==> src/sac_pkg.sv <==
package sac_pkg;

  // ==========================================================================
  // sequencer states, gray coded along the normal path
  // ==========================================================================
  typedef enum logic [2:0] {
    SAC_IDLE   = 3'b000,
    SAC_ADDR   = 3'b001,
    SAC_SETTLE = 3'b011,
    SAC_CONV   = 3'b010,
    SAC_TAIL   = 3'b110,
    SAC_DONE   = 3'b111
  } sac_state_t;

  // ==========================================================================
  // channel assignment carried to the multiplexer
  // ==========================================================================
  typedef struct packed {
    logic       single_vs_differential;
    logic       odd_sign;
    logic [1:0] select;
  } sac_chan_t;

  localparam sac_chan_t  SAC_CHAN_RESET     = '{single_vs_differential: 1'b0,
                                                odd_sign: 1'b0, select: 2'h0};
  localparam int         SAC_WORD_BITS_DEF  = 4;
  localparam bit         SAC_HAS_SE_DEF     = 1'b1;
  localparam int         SAC_RESULT_BITS    = 8;
  localparam logic [7:0] SAC_FIRST_TRIAL    = 8'h80;
  localparam logic [7:0] SAC_CODE_RESET     = 8'h00;
  localparam logic [3:0] SAC_ADDR_RESET     = 4'h0;
  localparam logic [2:0] SAC_CNT_RESET      = 3'h0;
  localparam logic [2:0] SAC_LAST_CONV_CNT  = 3'h7;
  localparam logic [2:0] SAC_LAST_TAIL_CNT  = 3'h6;
  localparam logic [2:0] SAC_SYNC_RESET     = 3'h0;

endpackage

==> src/sac_sequencer.sv <==
// Notes on behaviour
// - sample serial input on each serial clock rise of the word into the address register.
// - leading zeros are ignored; the first high bit is the start bit.
// - the next two to four bits after the start bit form the assignment word.
// - once the word is in, fix the channel, then wait half a clock to settle.
// - raise conversion_active at settling start and stop accepting serial input.
// - leave high impedance and drive zero during the settling period.
// - each comparator decision appears on a falling edge, most significant first.
// - conversion ends after eight periods; status drops half a clock later.
// - keep the result; without shift enable, resend it least significant first.
// - after the result, drive the output low until chip select goes high.
// - with shift enable high hold the lsb; when low, shift lsb first.
// - the single-input variant sends only the most-significant-first stream.
// - chip select high clears every register and the sequencer.
// - serial input is read only while addressing, output still undriven.
// - word is single/diff bit, odd/sign bit, then up to two select bits.
// - the single-input variant needs no word; conversion follows the start bit.
module sac_sequencer #(
  parameter int WORD_BITS = sac_pkg::SAC_WORD_BITS_DEF,
  parameter bit HAS_SE    = sac_pkg::SAC_HAS_SE_DEF
) (
  input  wire logic              clk,
  input  wire logic              resetn,
  input  wire logic              serial_clk,
  input  wire logic              chip_select_n,
  input  wire logic              serial_in,
  input  wire logic              lsb_shift_enable_n,
  input  wire logic              comp_above,
  output logic                   data_out,
  output logic                   data_out_en,
  output logic                   conversion_active,
  output sac_pkg::sac_chan_t     channel,
  output logic [7:0]             ladder_code
);

  // ==========================================================================
  // pin synchronisers
  // ==========================================================================
  logic sck_rise;
  logic sck_fall;
  logic cs_n_s;
  logic din_s;
  logic se_n_s;
  logic comp_s;

  sac_pin_sync #(.INIT(1'b0)) u_sck (.clk(clk), .resetn(resetn), .pin(serial_clk),
    .level(), .rise(sck_rise), .fall(sck_fall));
  sac_pin_sync #(.INIT(1'b1)) u_cs (.clk(clk), .resetn(resetn), .pin(chip_select_n),
    .level(cs_n_s), .rise(), .fall());
  sac_pin_sync #(.INIT(1'b0)) u_din (.clk(clk), .resetn(resetn), .pin(serial_in),
    .level(din_s), .rise(), .fall());
  sac_pin_sync #(.INIT(1'b1)) u_se (.clk(clk), .resetn(resetn), .pin(lsb_shift_enable_n),
    .level(se_n_s), .rise(), .fall());
  sac_pin_sync #(.INIT(1'b0)) u_cmp (.clk(clk), .resetn(resetn), .pin(comp_above),
    .level(comp_s), .rise(), .fall());

  // ==========================================================================
  // word decode
  // ==========================================================================
  localparam bit ONLY_MSB = (WORD_BITS == 0);

  function automatic sac_pkg::sac_chan_t decode_word(input logic [3:0] w);
    logic [3:0]         a;
    sac_pkg::sac_chan_t c;
    a = 4'(w << (4 - WORD_BITS));
    c.single_vs_differential = a[3];
    c.odd_sign = a[2];
    c.select = (WORD_BITS == 4) ? w[1:0] : ((WORD_BITS == 3) ? {1'b0, w[0]} : 2'h0);
    return c;
  endfunction

  sac_pkg::sac_state_t state;
  logic [2:0]          cnt;
  logic [3:0]          addr;
  logic [7:0]          mask;
  logic                go_settle;
  logic                tail_step;

  assign go_settle = !cs_n_s && sck_rise &&
                     ((state == sac_pkg::SAC_IDLE && din_s && ONLY_MSB) ||
                      (state == sac_pkg::SAC_ADDR && cnt == 3'h1));
  // without shift enable the lsb-first stream runs on its own
  assign tail_step = sck_fall && (!HAS_SE || !se_n_s);

  // ==========================================================================
  // sequencer
  // ==========================================================================
  always_ff @(posedge clk or negedge resetn) begin
    if (!resetn) begin
      state <= sac_pkg::SAC_IDLE;
      cnt   <= sac_pkg::SAC_CNT_RESET;
    end else if (cs_n_s) begin
      state <= sac_pkg::SAC_IDLE;
      cnt   <= sac_pkg::SAC_CNT_RESET;
    end else begin
      case (state)
        sac_pkg::SAC_IDLE: begin
          if (sck_rise && din_s) begin
            state <= ONLY_MSB ? sac_pkg::SAC_SETTLE : sac_pkg::SAC_ADDR;
            cnt   <= 3'(WORD_BITS);
          end
        end
        sac_pkg::SAC_ADDR: begin
          if (sck_rise) begin
            cnt <= cnt - 3'h1;
            if (cnt == 3'h1) begin
              state <= sac_pkg::SAC_SETTLE;
            end
          end
        end
        sac_pkg::SAC_SETTLE: begin
          if (sck_fall) begin
            state <= sac_pkg::SAC_CONV;
            cnt   <= sac_pkg::SAC_CNT_RESET;
          end
        end
        sac_pkg::SAC_CONV: begin
          if (sck_fall) begin
            cnt <= cnt + 3'h1;
            if (cnt == sac_pkg::SAC_LAST_CONV_CNT) begin
              state <= sac_pkg::SAC_TAIL;
              cnt   <= sac_pkg::SAC_CNT_RESET;
            end
          end
        end
        sac_pkg::SAC_TAIL: begin
          if (ONLY_MSB && sck_fall) begin
            state <= sac_pkg::SAC_DONE;
          end else if (tail_step) begin
            cnt <= cnt + 3'h1;
            if (cnt == sac_pkg::SAC_LAST_TAIL_CNT) begin
              state <= sac_pkg::SAC_DONE;
            end
          end
        end
        sac_pkg::SAC_DONE: begin
          state <= sac_pkg::SAC_DONE;
        end
        default: begin
          state <= sac_pkg::SAC_IDLE;
        end
      endcase
    end
  end

  // ==========================================================================
  // address register and channel selection
  // ==========================================================================
  always_ff @(posedge clk or negedge resetn) begin
    if (!resetn) begin
      addr    <= sac_pkg::SAC_ADDR_RESET;
      channel <= sac_pkg::SAC_CHAN_RESET;
    end else if (cs_n_s) begin
      addr    <= sac_pkg::SAC_ADDR_RESET;
      channel <= sac_pkg::SAC_CHAN_RESET;
    end else if (sck_rise && state == sac_pkg::SAC_ADDR) begin
      // input is looked at only while the output is still floating
      addr <= {addr[2:0], din_s};
      if (cnt == 3'h1) begin
        channel <= decode_word({addr[2:0], din_s});
      end
    end
  end

  // ==========================================================================
  // successive approximation register
  // ==========================================================================
  always_ff @(posedge clk or negedge resetn) begin
    if (!resetn) begin
      ladder_code <= sac_pkg::SAC_CODE_RESET;
      mask        <= sac_pkg::SAC_CODE_RESET;
    end else if (cs_n_s) begin
      ladder_code <= sac_pkg::SAC_CODE_RESET;
      mask        <= sac_pkg::SAC_CODE_RESET;
    end else if (sck_fall && state == sac_pkg::SAC_SETTLE) begin
      ladder_code <= sac_pkg::SAC_FIRST_TRIAL;
      mask        <= sac_pkg::SAC_FIRST_TRIAL;
    end else if (sck_fall && state == sac_pkg::SAC_CONV) begin
      // keep or drop the trial bit, then try the next lower one
      ladder_code <= (ladder_code & ~mask) | (comp_s ? mask : 8'h00) | (mask >> 1);
      mask        <= mask >> 1;
    end
  end

  // ==========================================================================
  // serial output and status
  // ==========================================================================
  always_ff @(posedge clk or negedge resetn) begin
    if (!resetn) begin
      data_out    <= 1'b0;
      data_out_en <= 1'b0;
    end else if (cs_n_s) begin
      data_out    <= 1'b0;
      data_out_en <= 1'b0;
    end else if (go_settle) begin
      data_out    <= 1'b0;
      data_out_en <= 1'b1;
    end else if (sck_fall && state == sac_pkg::SAC_CONV) begin
      data_out <= comp_s;
    end else if (state == sac_pkg::SAC_TAIL && !ONLY_MSB && tail_step) begin
      data_out <= ladder_code[3'(cnt + 3'h1)];
    end else if (sck_fall && (state == sac_pkg::SAC_DONE ||
                              (state == sac_pkg::SAC_TAIL && ONLY_MSB))) begin
      data_out <= 1'b0;
    end
  end

  always_ff @(posedge clk or negedge resetn) begin
    if (!resetn) begin
      conversion_active <= 1'b0;
    end else if (cs_n_s) begin
      conversion_active <= 1'b0;
    end else if (go_settle) begin
      conversion_active <= 1'b1;
    end else if (sck_rise && (state == sac_pkg::SAC_TAIL || state == sac_pkg::SAC_DONE)) begin
      conversion_active <= 1'b0;
    end
  end
endmodule // sac_sequencer

==> src/sac_pin_sync.sv <==
// ============================================================================
// two-stage synchroniser with edge pulses on the settled level
// ============================================================================
module sac_pin_sync #(
  parameter logic INIT = 1'b0
) (
  input  wire logic clk,
  input  wire logic resetn,
  input  wire logic pin,
  output logic      level,
  output logic      rise,
  output logic      fall
);

  logic meta;
  logic stable;
  logic last;

  // meta feeds only the second stage; edges look at stable and last
  always_ff @(posedge clk or negedge resetn) begin
    if (!resetn) begin
      meta   <= INIT;
      stable <= INIT;
      last   <= INIT;
    end else begin
      meta   <= pin;
      stable <= meta;
      last   <= stable;
    end
  end

  assign level = stable;
  assign rise  = stable & ~last;
  assign fall  = ~stable & last;

endmodule // sac_pin_sync

==> config.mk <==
export PLATFORM = sky130hd
export DESIGN_NAME = sac_sequencer
export DESIGN_NICKNAME = d
export VERILOG_FILES = /design/src/sac_pkg.sv /design/src/sac_sequencer.sv /design/src/sac_pin_sync.sv
export SDC_FILE = /design/constraint.sdc
export NUM_CORES = 1
export LEC_CHECK = 0
export BUFFER_PORTS_ARGS = -buffer_cell sky130_fd_sc_hd__buf_2
export CORE_UTILIZATION = 65
export CTS_BUF_LIST = sky130_fd_sc_hd__clkbuf_4
export CTS_CLUSTER_DIAMETER = 120
export DETAILED_ROUTE_END_ITERATION = 6
export GPL_TIMING_DRIVEN = 0
export HOLD_SLACK_MARGIN = 0.02
export MAX_ROUTING_LAYER = met4
export PLACE_DENSITY = 0.94
export SLEW_MARGIN = 15
export SYNTH_ARGS = -nofsm -noshare
export SYNTH_HDL_FRONTEND = slang
export SYNTH_SLANG_ARGS = --single-unit
==> constraint.sdc <==
create_clock -name clk -period 3.26 [get_ports clk]
set_input_delay 0.489 -clock clk [delete_from_list [all_inputs] [get_ports clk]]
set_output_delay 0.489 -clock clk [all_outputs]
set_load 0.02 [all_outputs]
==> results of run 1 <==
==> cell usage after synthesis (all sizes together) (5+ instances only) <==
master,count,area (µm²)
o21ai,18,93.8
dfrtp,39,976
buf,6,48.8
ha,5,62.6
a22o,5,43.8
mux2i,9,90.1
nor2,22,82.6
a21oi,17,88.8
inv,7,26.3
nand2,8,30.0
==> metal layers <==
| metal | vias up | GRT usage | share of wire |
|---|---|---|---|
| li1 | 723 | - | - |
| met2 | 52 | 0.420 | 0.49 |
| met1 | 779 | 0.359 | 0.44 |
| met5 | - | - | 0 |
| met4 | 0 | 0.133 | 0.029 |
| met3 | 13 | 0.0714 | 0.046 |
==> registers in the layout, summed over array words and instances (netlist names) <==
name               cells
ladder_code            8
mask                   8
channel                4
addr                   3
cnt                    3
state                  3
conversion_active      1
data_out               1
data_out_en            1
u_cmp.level            1
u_cmp.meta             1
u_cs.level             1
u_cs.meta              1
u_din.level            1
u_din.meta             1
u_sck.last             1
u_sck.level            1
u_sck.meta             1
u_se.level             1
u_se.meta              1
==> placed cells by master (no fill, tap or decap), types with 2 or more instances in the layout <==
master,n
sky130_fd_sc_hd__a211oi_1,3
sky130_fd_sc_hd__nand2_1,8
sky130_fd_sc_hd__buf_6,3
sky130_fd_sc_hd__clkbuf_1,3
sky130_fd_sc_hd__clkbuf_4,5
sky130_fd_sc_hd__a21oi_1,16
sky130_fd_sc_hd__ha_1,5
sky130_fd_sc_hd__nor2_1,22
sky130_fd_sc_hd__nand2b_1,3
sky130_fd_sc_hd__nor3_1,4
sky130_fd_sc_hd__xnor2_1,2
sky130_fd_sc_hd__mux4_2,2
sky130_fd_sc_hd__dfrtp_1,39
sky130_fd_sc_hd__nor2b_1,2
sky130_fd_sc_hd__dfstp_2,4
sky130_fd_sc_hd__buf_2,24
sky130_fd_sc_hd__a22o_1,5
sky130_fd_sc_hd__o21ai_0,5
sky130_fd_sc_hd__inv_1,6
sky130_fd_sc_hd__o21ai_1,12
sky130_fd_sc_hd__o31ai_1,2
sky130_fd_sc_hd__mux2i_1,9
sky130_fd_sc_hd__nand3_1,4
==> critical path: stages, from the launching register on <==
cell	delay [ns]
sky130_fd_sc_hd__dfrtp_1	0.50
sky130_fd_sc_hd__inv_1	0.13
sky130_fd_sc_hd__ha_1	0.39
sky130_fd_sc_hd__mux4_2	0.32
sky130_fd_sc_hd__mux2i_1	0.19
sky130_fd_sc_hd__nor3_1	0.07
sky130_fd_sc_hd__a211oi_1	0.22
sky130_fd_sc_hd__nor3_1	0.08
==> power groups by stage <==
stage                     combinational [W]  sequential [W]  clock [W]
final                              0.000425        0.000623   0.000337
after global routing               0.000460        0.000629   0.000363
after CTS                          0.000424        0.000622   0.000346
after detailed placement           0.000421        0.000632          0
after global placement             0.000406        0.000630          0
after floorplan                    0.000333        0.000623          0
==> cells by family after synthesis <==
group,Yosys count
buffers and inverters,16
adders and majority gates,5
DFF,43
AOI/OAI and AO/OA,54
xor gates and xnor gates,2
muxes,11
and+or+nand+nor,54
==> area by class of cell <==
type	count	area [µm²]
flip-flops and latches	43	1080
multi-input cells	126	881
fillers	200	738
repair buffers	21	105
plain buffers	9	60.1
well taps	44	55.1
clock inverters	3	43.8
clock buffers	5	37.5
inverters	7	26.3
==> through the flow <==
| step | setup slack, ns | utilization |
|---|---|---|
| floorplan | 1.53 | - |
| global placement | 1.30 | 0.729 |
| detailed placement | 1.25 | 0.729 |
| CTS | 1.18 | 0.756 |
| global route | 1.09 | 0.756 |
| finish | 1.22 | 0.756 |
==> path summary, 6_finish.rpt <==
kind                               start           to  depth (start not counted)
setup / recovery                  cnt[0]     data_out                          7
max in group asynchronous         resetn   u_cmp.meta                          1
setup reg to reg                  cnt[0]     data_out                          7
hold reg to reg               u_cmp.meta  u_cmp.level                          0
hold / removal             chip_select_n    u_cs.meta                          1
min in group asynchronous         resetn     state[1]                          1
==> impl_results.html, run 1 <==
<table>
<tr><th>Metric</th><th>Value</th></tr>
<tr><th colspan="2">Synth</th></tr>
<tr><td>Prevailing post-synth register cell</td><td>sky130_fd_sc_hd__dfrtp_1</td></tr>
<tr><td>Count of unique library cells instantiated by Yosys</td><td>45</td></tr>
<tr><td>Warning count from the yosys run</td><td>0</td></tr>
<tr><td>Sequential cell area fraction in the yosys report</td><td>0.528</td></tr>
<tr><td>Register bit total from synthesis</td><td>43</td></tr>
<tr><td>Fraction of registers with async set or reset after synthesis</td><td>1.00</td></tr>
<tr><td>Simple-Gate Fraction of Synth Area</td><td>0.147</td></tr>
<tr><td>Share of synthesized cell area in full adder, half adder and majority cells</td><td>0.0305</td></tr>
<tr><td>Synth Area in XOR/XNOR</td><td>0.00855</td></tr>
<tr><td>Mean area per synthesized cell</td><td>11.1 µm²</td></tr>
<tr><td>Gate Count Post-Synth</td><td>about 190</td></tr>
<tr><td>Number of flops mapped to enable cells by yosys</td><td>0</td></tr>
<tr><td>Post-Syn Area</td><td>0.00205 mm²</td></tr>
<tr><td>Net count of the mapped netlist</td><td>a little under 200</td></tr>
<tr><td>Area fraction in compound gates after synthesis</td><td>0.178</td></tr>
<tr><td>Proportion of synthesized area in mux cells</td><td>0.0660</td></tr>
<tr><td>Dominant combinational cell family by area after synthesis</td><td>compound AO/OA/AOI/OAI gates</td></tr>
<tr><th colspan="2">Timing</th></tr>
<tr><td>Hold Worst Slack</td><td>around 0.22 ns</td></tr>
<tr><td>Transition time at the pin with the least slew margin</td><td>0.903 ns</td></tr>
<tr><td>RSZ-0062 raised after global routing</td><td>no</td></tr>
<tr><td>Final clock skew</td><td>0.0155 ns</td></tr>
<tr><td>Upper clock frequency limit</td><td>489 MHz</td></tr>
<tr><td>Worst slew margin</td><td>0.398</td></tr>
<tr><td>Fin. Hold Viols</td><td>0</td></tr>
<tr><td>Final Max Slew Viols</td><td>0</td></tr>
<tr><td>Tmin final</td><td>2.04 ns</td></tr>
<tr><td>Final setup vio count</td><td>0</td></tr>
<tr><td>Total negative setup slack</td><td>0 ns</td></tr>
<tr><td>Period utilization</td><td>0.627</td></tr>
<tr><th colspan="2">Clock network</th></tr>
<tr><td>Count of instances resized after the clock tree is built</td><td>0</td></tr>
<tr><td>Clock tree from TritonCTS</td><td>yes</td></tr>
<tr><td>Clock sinks</td><td>between 40 and 50</td></tr>
<tr><td>Clock tree root buffer cell</td><td>sky130_fd_sc_hd__clkbuf_4</td></tr>
<tr><td>Number of buffers inserted by post-CTS setup repair</td><td>0</td></tr>
<tr><td>Clk buf depth</td><td>2</td></tr>
<tr><td>Number of buffers added to fix hold violations after cts</td><td>0</td></tr>
<tr><td>Count of H-tree levels built during CTS</td><td>2</td></tr>
<tr><td>Inserted Clock Buffers</td><td>5</td></tr>
<tr><td>Reg clk slew, reported paths</td><td>0.12 ns</td></tr>
<tr><td>Worst-skew pair later-pin latency</td><td>0.36 ns</td></tr>
<tr><th colspan="2">Place</th></tr>
<tr><td>Post-placement cell count</td><td>250</td></tr>
<tr><td>DPL Wire Length</td><td>2.74 mm</td></tr>
<tr><td>Input/output buffers</td><td>21</td></tr>
<tr><td>Placed Instance Area</td><td>roughly 0.0022 mm²</td></tr>
<tr><td>Final weighted congestion of routability-driven global placement</td><td>0.851</td></tr>
<tr><th colspan="2">Floorplan</th></tr>
<tr><td>Die outline area</td><td>0.00338 mm²</td></tr>
<tr><td>Starting density of the core</td><td>0.676</td></tr>
<tr><td>I/O pins</td><td>22</td></tr>
<tr><td>Core Box Area</td><td>0.00303 mm²</td></tr>
<tr><td>X dimension of the die</td><td>58.1 µm</td></tr>
<tr><td>Die Ht</td><td>58.1 µm</td></tr>
<tr><td>Floorplan row count</td><td>20</td></tr>
<tr><th colspan="2">Critical path</th></tr>
<tr><td>CP startpoint kind</td><td>flip-flop</td></tr>
<tr><td>Register-to-register setup slack</td><td>between 1 and 1.5 ns</td></tr>
<tr><td>Arrival time of data at the critical path endpoint</td><td>2.27 ns</td></tr>
<tr><td>Element type at the critical path end</td><td>flip-flop</td></tr>
<tr><td>Required time of the worst setup path</td><td>about 3.5 ns</td></tr>
<tr><td>Critical path peak fanout</td><td>6</td></tr>
<tr><td>WS Path Type</td><td>flip-flop to flip-flop</td></tr>
<tr><th colspan="2">Detailed routing</th></tr>
<tr><td>DRC violation count after routing</td><td>0</td></tr>
<tr><td>Final Routed Wirelength</td><td>4.05 mm</td></tr>
<tr><td>ANT nets after route</td><td>0</td></tr>
<tr><td>Detail-routed net length per standard cell</td><td>roughly 16 µm</td></tr>
<tr><td>Total via count after detailed routing</td><td>~1600</td></tr>
<tr><td>Vias per cell</td><td>6.07</td></tr>
<tr><td>Starting DRC count in detailed routing</td><td>82</td></tr>
<tr><td>Number of detailed-route iterations in the first pass</td><td>4</td></tr>
<tr><th colspan="2">Pwr</th></tr>
<tr><td>Sequential share of power</td><td>0.450</td></tr>
<tr><td>Static Leakage</td><td>1.08 nW</td></tr>
<tr><td>Power density over cell area</td><td>approximately 600 mW/mm²</td></tr>
<tr><td>Total power after layout</td><td>0.00138 W</td></tr>
<tr><td>Internal</td><td>0.000916 W</td></tr>
<tr><td>Comb pwr share</td><td>0.307</td></tr>
<tr><td>Net switching power</td><td>0.000469 W</td></tr>
<tr><td>Peak ir drop on the vdd network</td><td>0.384 mV</td></tr>
<tr><td>Share of total power in the clock network</td><td>0.243</td></tr>
<tr><td>Net switching fraction of the power</td><td>0.339</td></tr>
<tr><th colspan="2">GRT</th></tr>
<tr><td>Residual overflow from global routing</td><td>0</td></tr>
<tr><td>Number of global-route vias before repair</td><td>1391</td></tr>
<tr><td>Maximum number of pins on one net before global-route repair</td><td>44</td></tr>
<tr><td>Wire length of the first global-routing pass</td><td>6.61 mm</td></tr>
<tr><td>Overall routing resource usage</td><td>0.280</td></tr>
<tr><td>Antenna violations before repair</td><td>0</td></tr>
<tr><th colspan="2">Layout</th></tr>
<tr><td>Post-route cell area</td><td>0.00229 mm²</td></tr>
<tr><td>Area growth syn-to-layout</td><td>11.8%</td></tr>
<tr><td>Fraction of layout cells with a size suffix above 1</td><td>0.238</td></tr>
<tr><td>Net total in the final layout</td><td>225</td></tr>
<tr><td>Total inserted antenna cells</td><td>0</td></tr>
<tr><td>Count of placed standard cells in the final layout, fillers left out</td><td>about 260</td></tr>
<tr><th colspan="2">Outcome</th></tr>
<tr><td>Status</td><td>completed</td></tr>
<tr><th colspan="2">Worst hold path</th></tr>
<tr><td>Hold Path Class</td><td>input port to flip-flop</td></tr>
<tr><th colspan="2">Job</th></tr>
<tr><td>Max-capacitance violation count</td><td>0</td></tr>
</table>
Power figures use the tool's default switching activity.
==> run 2, diff against run 1 <==
- CORE_UTILIZATION: 65 -> 60
- PLACE_DENSITY: 0.94 -> 0.88
- clock period: 3.26 -> 2 ns (I/O delays scaled with it)
==> impl_results.html, run 2 (same netlist as run 1, synthesis figures left out) <==
<table>
<tr><th>Metric</th><th>Value</th></tr>
<tr><th colspan="2">Layout</th></tr>
<tr><td>Biggest registers after layout</td><td>ladder_code x8, mask x8, channel x4</td></tr>
<tr><td>Net total in the final layout</td><td>231</td></tr>
<tr><td>Commonest cells after routing, fill and taps aside</td><td>38 x sky130_fd_sc_hd__dfrtp_1, 24 x sky130_fd_sc_hd__buf_2, 22 x sky130_fd_sc_hd__nor2_1, 16 x sky130_fd_sc_hd__a21oi_1, 12 x sky130_fd_sc_hd__o21ai_1</td></tr>
<tr><td>Most frequent standard cell in the layout excluding fill and tap cells</td><td>sky130_fd_sc_hd__dfrtp_1</td></tr>
<tr><td>Count of placed standard cells in the final layout, fillers left out</td><td>264</td></tr>
<tr><td>Area growth syn-to-layout</td><td>13.8%</td></tr>
<tr><td>Fraction of layout cells with a size suffix above 1</td><td>0.241</td></tr>
<tr><td>Total inserted antenna cells</td><td>0</td></tr>
<tr><th colspan="2">Clock network</th></tr>
<tr><td>Clock tree root buffer cell</td><td>sky130_fd_sc_hd__clkbuf_4</td></tr>
<tr><td>Clk buf depth</td><td>2</td></tr>
<tr><td>Reg clk slew, reported paths</td><td>0.13 ns</td></tr>
<tr><td>Clock sinks</td><td>43</td></tr>
<tr><td>Worst-skew pair later-pin latency</td><td>0.37 ns</td></tr>
<tr><td>Inserted Clock Buffers</td><td>5</td></tr>
<tr><td>Clock tree from TritonCTS</td><td>yes</td></tr>
<tr><td>Count of H-tree levels built during CTS</td><td>2</td></tr>
<tr><th colspan="2">Timing</th></tr>
<tr><td>Period utilization</td><td>0.949</td></tr>
<tr><td>Final setup vio count</td><td>0</td></tr>
<tr><td>Transition time at the pin with the least slew margin</td><td>0.895 ns</td></tr>
<tr><td>Final Max Slew Viols</td><td>0</td></tr>
<tr><td>Final clock skew</td><td>about 0.0052 ns</td></tr>
<tr><td>Total negative setup slack</td><td>0 ns</td></tr>
<tr><td>Worst-case setup margin in the final layout</td><td>roughly 0.1 ns</td></tr>
<tr><td>Tmin final</td><td>1.90 ns</td></tr>
<tr><td>Fin. Hold Viols</td><td>0</td></tr>
<tr><td>RSZ-0062 raised after global routing</td><td>no</td></tr>
<tr><td>Upper clock frequency limit</td><td>527 MHz</td></tr>
<tr><td>Worst slew margin</td><td>0.403</td></tr>
<tr><th colspan="2">Detailed routing</th></tr>
<tr><td>Final Routed Wirelength</td><td>4.07 mm</td></tr>
<tr><td>Total via count after detailed routing</td><td>about 1600</td></tr>
<tr><td>Vias per cell</td><td>5.94</td></tr>
<tr><td>Number of detailed-route iterations in the first pass</td><td>4</td></tr>
<tr><td>DRC violation count after routing</td><td>0</td></tr>
<tr><td>Detail-routed net length per standard cell</td><td>15.4 µm</td></tr>
<tr><td>ANT nets after route</td><td>0</td></tr>
<tr><td>Starting DRC count in detailed routing</td><td>between 50 and 60</td></tr>
<tr><th colspan="2">Floorplan</th></tr>
<tr><td>X dimension of the die</td><td>60.4 µm</td></tr>
<tr><td>Die Ht</td><td>60.4 µm</td></tr>
<tr><td>I/O pins</td><td>22</td></tr>
<tr><td>Starting density of the core</td><td>0.650</td></tr>
<tr><td>Die outline area</td><td>0.00365 mm²</td></tr>
<tr><td>Floorplan row count</td><td>20</td></tr>
<tr><td>Core Box Area</td><td>0.00315 mm²</td></tr>
<tr><th colspan="2">Critical path</th></tr>
<tr><td>WS Path Type</td><td>flip-flop to flip-flop</td></tr>
<tr><td>CP startpoint kind</td><td>flip-flop</td></tr>
<tr><td>Arrival time of data at the critical path endpoint</td><td>between 2 and 2.5 ns</td></tr>
<tr><td>Worst path most repeated cell</td><td>sky130_fd_sc_hd__nor3_1</td></tr>
<tr><td>Endpoint of the lowest-slack register-to-register path</td><td>data_out</td></tr>
<tr><td>Start of the worst register-to-register path</td><td>cnt[0]</td></tr>
<tr><td>Required time of the worst setup path</td><td>2.24 ns</td></tr>
<tr><td>Element type at the critical path end</td><td>flip-flop</td></tr>
<tr><td>Ordered list of cells on the worst path</td><td>inv_1, ha_1, mux4_2, mux2i_1, nor3_1, a211oi_1, nor3_1</td></tr>
<tr><td>Slowest stage cell, crit path</td><td>sky130_fd_sc_hd__dfrtp_2</td></tr>
<tr><td>Register-to-register setup slack</td><td>0.10 ns</td></tr>
<tr><td>Critical path peak fanout</td><td>5</td></tr>
<tr><td>Number of cells traversed by the worst register-to-register path</td><td>7</td></tr>
<tr><td>Maximum cell stage delay along the critical path</td><td>0.43 ns</td></tr>
<tr><th colspan="2">GRT</th></tr>
<tr><td>Overall routing resource usage</td><td>0.260</td></tr>
<tr><td>Wire length of the first global-routing pass</td><td>6.62 mm</td></tr>
<tr><td>Antenna violations before repair</td><td>0</td></tr>
<tr><td>Residual overflow from global routing</td><td>0</td></tr>
<tr><td>Maximum number of pins on one net before global-route repair</td><td>44</td></tr>
<tr><td>Number of global-route vias before repair</td><td>1461</td></tr>
<tr><th colspan="2">Worst hold path</th></tr>
<tr><td>Hold Path Class</td><td>input port to asynchronous set/reset pin</td></tr>
<tr><th colspan="2">Place</th></tr>
<tr><td>DP Worst Slack</td><td>0.000862 ns</td></tr>
<tr><td>Final weighted congestion of routability-driven global placement</td><td>0.833</td></tr>
<tr><td>Post-placement cell count</td><td>250</td></tr>
<tr><td>Input/output buffers</td><td>21</td></tr>
<tr><td>DPL Wire Length</td><td>around 2.9 mm</td></tr>
<tr><th colspan="2">Pwr</th></tr>
<tr><td>Static Leakage</td><td>1.10 nW</td></tr>
<tr><td>Peak ir drop on the vdd network</td><td>0.579 mV</td></tr>
<tr><td>Total power after layout</td><td>0.00217 W</td></tr>
<tr><td>Power density over cell area</td><td>a little over 900 mW/mm²</td></tr>
<tr><th colspan="2">Job</th></tr>
<tr><td>Max-capacitance violation count</td><td>0</td></tr>
<tr><th colspan="2">Outcome</th></tr>
<tr><td>Status</td><td>completed</td></tr>
</table>
[run 2: changes by cell type in the layout (fill, tap and decap cells not counted), sizes merged]
cell / change
clkinv: -1
bufinv: -1
buf: +1
dlygate4sd3: +5
inv: +2
[run 2: final cells by class]
type                            instances  area (µm²)
Clock inverter                          3        26.3
Fill cell                             212         822
Tap cell                               44        55.1
Clock buffer                            5        37.5
Timing Repair Buffer                   27         163
Multi-Input combinational cell        126         881
Inverter                                7        26.3
Sequential cell                        43        1080
Buffer                                  9        60.1
[run 2: critical path: cells and delay by family (launching register included)]
| kind | cells | cell delay [ns] |
|---|---|---|
| muxes | 2 | 0.52 |
| and+or+nand+nor | 2 | 0.15 |
| DFF | 1 | 0.43 |
| buffers and inverters | 1 | 0.09 |
| AOI/OAI and AO/OA | 1 | 0.18 |
| adders and majority gates | 1 | 0.39 |
[run 2: stage by stage]
step,instance area [µm²],hold slack (ns),utilization
floorplan,2050,0.00441,-
global placement,2210,0.331,0.700
detailed placement,2210,0.335,0.700
CTS,2310,0.0221,0.734
global route,2330,0.120,0.739
finish,2330,0.0370,0.739
[run 2: metal layers]
metal  wire length [µm]  track usage  vias up
li1                   -            -      730
met1               1750        0.336      787
met2               2080        0.397       39
met3                154       0.0533       11
met4                 87        0.117        0
met5                  0            -        -
[run 2: power breakdown]
group | leakage [nW] | internal [W] | switching (W)
Sequential | 0.566 | 0.000935 | 0.0000783
Clock | 0.0362 | 0.000148 | 0.000305
Combinational | 0.498 | 0.000307 | 0.000398
[run 2: worst max path at each step]
stage | endpoint | startpoint
finish | data_out | cnt[0]
floorplan | state[0] | cnt[0]
CTS | data_out | cnt[0]
detailed placement | data_out | cnt[0]
global placement | data_out | cnt[0]
global route | channel[1] | state[2]
[run 2: repair_timing]
action | in CTS | in global routing
endpoints found under the hold margin | 4 | 1
setup buffers | 0 | 1
gates resized for setup | 1 | 0
hold buffers | 4 | 1
endpoints found under the setup margin | 1 | 1
==> run 3, diff against run 2 <==
- CORE_UTILIZATION: 60 -> 61
- PLACE_DENSITY: 0.88 -> 0.89
- SYNTH_HIERARCHICAL: unset -> 1
==> impl_results.html, run 3 <==
<table>
<tr><th>Metric</th><th>Value</th></tr>
<tr><th colspan="2">Outcome</th></tr>
<tr><td>Status</td><td>completed</td></tr>
<tr><th colspan="2">Pwr</th></tr>
<tr><td>Power density over cell area</td><td>~680 mW/mm²</td></tr>
<tr><td>Share of total power in the clock network</td><td>0.274</td></tr>
<tr><td>Peak ir drop on the vdd network</td><td>0.546 mV</td></tr>
<tr><td>Static Leakage</td><td>between 1 and 1.5 nW</td></tr>
<tr><td>Sequential share of power</td><td>0.587</td></tr>
<tr><td>Internal</td><td>about 0.0011 W</td></tr>
<tr><td>Total power after layout</td><td>between 0.0015 and 0.002 W</td></tr>
<tr><td>Net switching fraction of the power</td><td>0.281</td></tr>
<tr><td>Comb pwr share</td><td>0.138</td></tr>
<tr><td>Net switching power</td><td>0.000447 W</td></tr>
<tr><th colspan="2">Floorplan</th></tr>
<tr><td>Starting density of the core</td><td>0.657</td></tr>
<tr><td>I/O pins</td><td>22</td></tr>
<tr><td>Die Ht</td><td>59.8 µm</td></tr>
<tr><td>Die outline area</td><td>0.00358 mm²</td></tr>
<tr><td>Core Box Area</td><td>0.00310 mm²</td></tr>
<tr><td>X dimension of the die</td><td>59.8 µm</td></tr>
<tr><td>Floorplan row count</td><td>20</td></tr>
<tr><th colspan="2">Critical path</th></tr>
<tr><td>Critical path peak fanout</td><td>8</td></tr>
<tr><td>Arrival time of data at the critical path endpoint</td><td>2.16 ns</td></tr>
<tr><td>Element type at the critical path end</td><td>flip-flop</td></tr>
<tr><td>WS Path Type</td><td>flip-flop to flip-flop</td></tr>
<tr><td>CP startpoint kind</td><td>flip-flop</td></tr>
<tr><td>Required time of the worst setup path</td><td>2.26 ns</td></tr>
<tr><th colspan="2">GRT</th></tr>
<tr><td>Maximum number of pins on one net before global-route repair</td><td>44</td></tr>
<tr><td>Residual overflow from global routing</td><td>0</td></tr>
<tr><td>Antenna violations before repair</td><td>0</td></tr>
<tr><td>Number of global-route vias before repair</td><td>1448</td></tr>
<tr><td>Overall routing resource usage</td><td>0.276</td></tr>
<tr><td>Wire length of the first global-routing pass</td><td>between 6 and 7 mm</td></tr>
<tr><th colspan="2">Detailed routing</th></tr>
<tr><td>Number of detailed-route iterations in the first pass</td><td>4</td></tr>
<tr><td>Detail-routed net length per standard cell</td><td>between 15 and 20 µm</td></tr>
<tr><td>Vias per cell</td><td>5.91</td></tr>
<tr><td>DRC violation count after routing</td><td>0</td></tr>
<tr><td>Starting DRC count in detailed routing</td><td>124</td></tr>
<tr><td>Final Routed Wirelength</td><td>4.24 mm</td></tr>
<tr><td>Total via count after detailed routing</td><td>1559</td></tr>
<tr><td>ANT nets after route</td><td>0</td></tr>
<tr><th colspan="2">Layout</th></tr>
<tr><td>Biggest registers after layout</td><td>ladder_code x8, mask x8, channel x4</td></tr>
<tr><td>Most frequent standard cell in the layout excluding fill and tap cells</td><td>sky130_fd_sc_hd__dfrtp_1</td></tr>
<tr><td>Register cell area after layout</td><td>about 0.0011 mm²</td></tr>
<tr><td>Area of combinational cells with multiple inputs</td><td>883 µm²</td></tr>
<tr><td>Number of fillers in the final layout</td><td>234</td></tr>
<tr><td>Area growth syn-to-layout</td><td>14.5%</td></tr>
<tr><td>Count of placed standard cells in the final layout, fillers left out</td><td>264</td></tr>
<tr><td>Final core utilization</td><td>0.753</td></tr>
<tr><td>Total inserted antenna cells</td><td>0</td></tr>
<tr><td>Commonest cells after routing, fill and taps aside</td><td>39 x sky130_fd_sc_hd__dfrtp_1, 26 x sky130_fd_sc_hd__buf_2, 24 x sky130_fd_sc_hd__nor2_1, 15 x sky130_fd_sc_hd__a21oi_1, 14 x sky130_fd_sc_hd__mux2i_1</td></tr>
<tr><td>Fraction of layout cells with a size suffix above 1</td><td>0.250</td></tr>
<tr><td>Net total in the final layout</td><td>231</td></tr>
<tr><th colspan="2">Place</th></tr>
<tr><td>Final weighted congestion of routability-driven global placement</td><td>0.934</td></tr>
<tr><td>Input/output buffers</td><td>21</td></tr>
<tr><td>DPL Wire Length</td><td>a little under 3 mm</td></tr>
<tr><td>Post-placement cell count</td><td>about 250</td></tr>
<tr><th colspan="2">Clock network</th></tr>
<tr><td>Reg clk slew, reported paths</td><td>0.13 ns</td></tr>
<tr><td>Count of H-tree levels built during CTS</td><td>2</td></tr>
<tr><td>Clock tree root buffer cell</td><td>sky130_fd_sc_hd__clkbuf_4</td></tr>
<tr><td>Inserted Clock Buffers</td><td>5</td></tr>
<tr><td>Clock tree from TritonCTS</td><td>yes</td></tr>
<tr><td>Clk buf depth</td><td>2</td></tr>
<tr><td>Worst-skew pair later-pin latency</td><td>0.37 ns</td></tr>
<tr><td>Clock sinks</td><td>43</td></tr>
<tr><th colspan="2">Timing</th></tr>
<tr><td>Hold Worst Slack</td><td>0.0393 ns</td></tr>
<tr><td>Total negative setup slack</td><td>0 ns</td></tr>
<tr><td>Final Max Slew Viols</td><td>0</td></tr>
<tr><td>Transition time at the pin with the least slew margin</td><td>0.906 ns</td></tr>
<tr><td>Tmin final</td><td>1.90 ns</td></tr>
<tr><td>Worst slew margin</td><td>0.396</td></tr>
<tr><td>Period utilization</td><td>0.949</td></tr>
<tr><td>Fin. Hold Viols</td><td>0</td></tr>
<tr><td>Final setup vio count</td><td>0</td></tr>
<tr><td>Upper clock frequency limit</td><td>about 530 MHz</td></tr>
<tr><td>Final clock skew</td><td>0.00910 ns</td></tr>
<tr><th colspan="2">Synth</th></tr>
<tr><td>Warning count from the yosys run</td><td>6</td></tr>
<tr><td>Gate Count Post-Synth</td><td>183</td></tr>
<tr><td>Post-Syn Area</td><td>0.00204 mm²</td></tr>
<tr><td>Net count of the mapped netlist</td><td>195</td></tr>
<tr><td>Mean area per synthesized cell</td><td>about 11 µm²</td></tr>
<tr><th colspan="2">Job</th></tr>
<tr><td>Max-capacitance violation count</td><td>0</td></tr>
<tr><th colspan="2">Worst hold path</th></tr>
<tr><td>Hold Path Class</td><td>input port to asynchronous set/reset pin</td></tr>
</table>
## run 3: repair_timing
item,in CTS,in global routing
hold endpoints to repair,1,4
hold buffers,1,4
setup buffers,0,3
gates resized for setup,0,1
endpoints found under the setup margin,0,7
## run 3: path summary, 6_finish.rpt
check | to | cells after the start | startpoint | slack (ns)
setup / recovery | ladder_code[6] | 7 | u_sck/level | 0.10
hold / removal | cnt[1] | 1 | resetn | 0.04
setup reg to reg | ladder_code[6] | 7 | u_sck/level | 0.10
hold reg to reg | u_sck/level | 0 | u_sck/meta | 0.36
max in group asynchronous | u_sck/meta | 1 | resetn | 1.38
min in group clk | u_sck/level | 0 | u_sck/meta | 0.36
## run 3: worst max-delay path, cell delays in order (launching register included)
cell	delay, ns
sky130_fd_sc_hd__dfrtp_1	0.41
sky130_fd_sc_hd__and2b_2	0.26
sky130_fd_sc_hd__nor4bb_2	0.33
sky130_fd_sc_hd__buf_4	0.19
sky130_fd_sc_hd__and2b_1	0.13
sky130_fd_sc_hd__buf_4	0.16
sky130_fd_sc_hd__a21oi_1	0.08
sky130_fd_sc_hd__o221a_1	0.23
## run 3: power by group through the flow
stage               sequential, W  clock, W  combinational (W)
finish                   0.000935  0.000437           0.000220
global route             0.000940  0.000471           0.000243
CTS                      0.000934  0.000439           0.000212
detailed placement       0.000950         0           0.000209
global placement         0.000947         0           0.000196
floorplan                0.000942         0           0.000146
## run 3: area by class of cell
type / instances / area share
well taps: 44 / 0.0236
clock buffers: 6 / 0.0193
plain buffers: 11 / 0.0252
multi-input cells: 123 / 0.378
repair buffers: 29 / 0.0761
clock inverters: 2 / 0.00536
inverters: 6 / 0.00964
flip-flops and latches: 43 / 0.463
## run 3: per-stage QoR
stage,setup slack [ns],cell area [µm²]
3_5_place_dp,0.130,2200
5_1_grt,-0.0616,2340
2_1_floorplan,0.350,2040
3_3_place_gp,0.221,2200
6_report,0.102,2340
4_1_cts,0.0997,2270
## run 3: metal layers
layer / track usage / wire, µm
met4: 0.113 / 97
met2: 0.408 / 2050
met5: - / 0
met1: 0.367 / 1850
met3: 0.0693 / 245
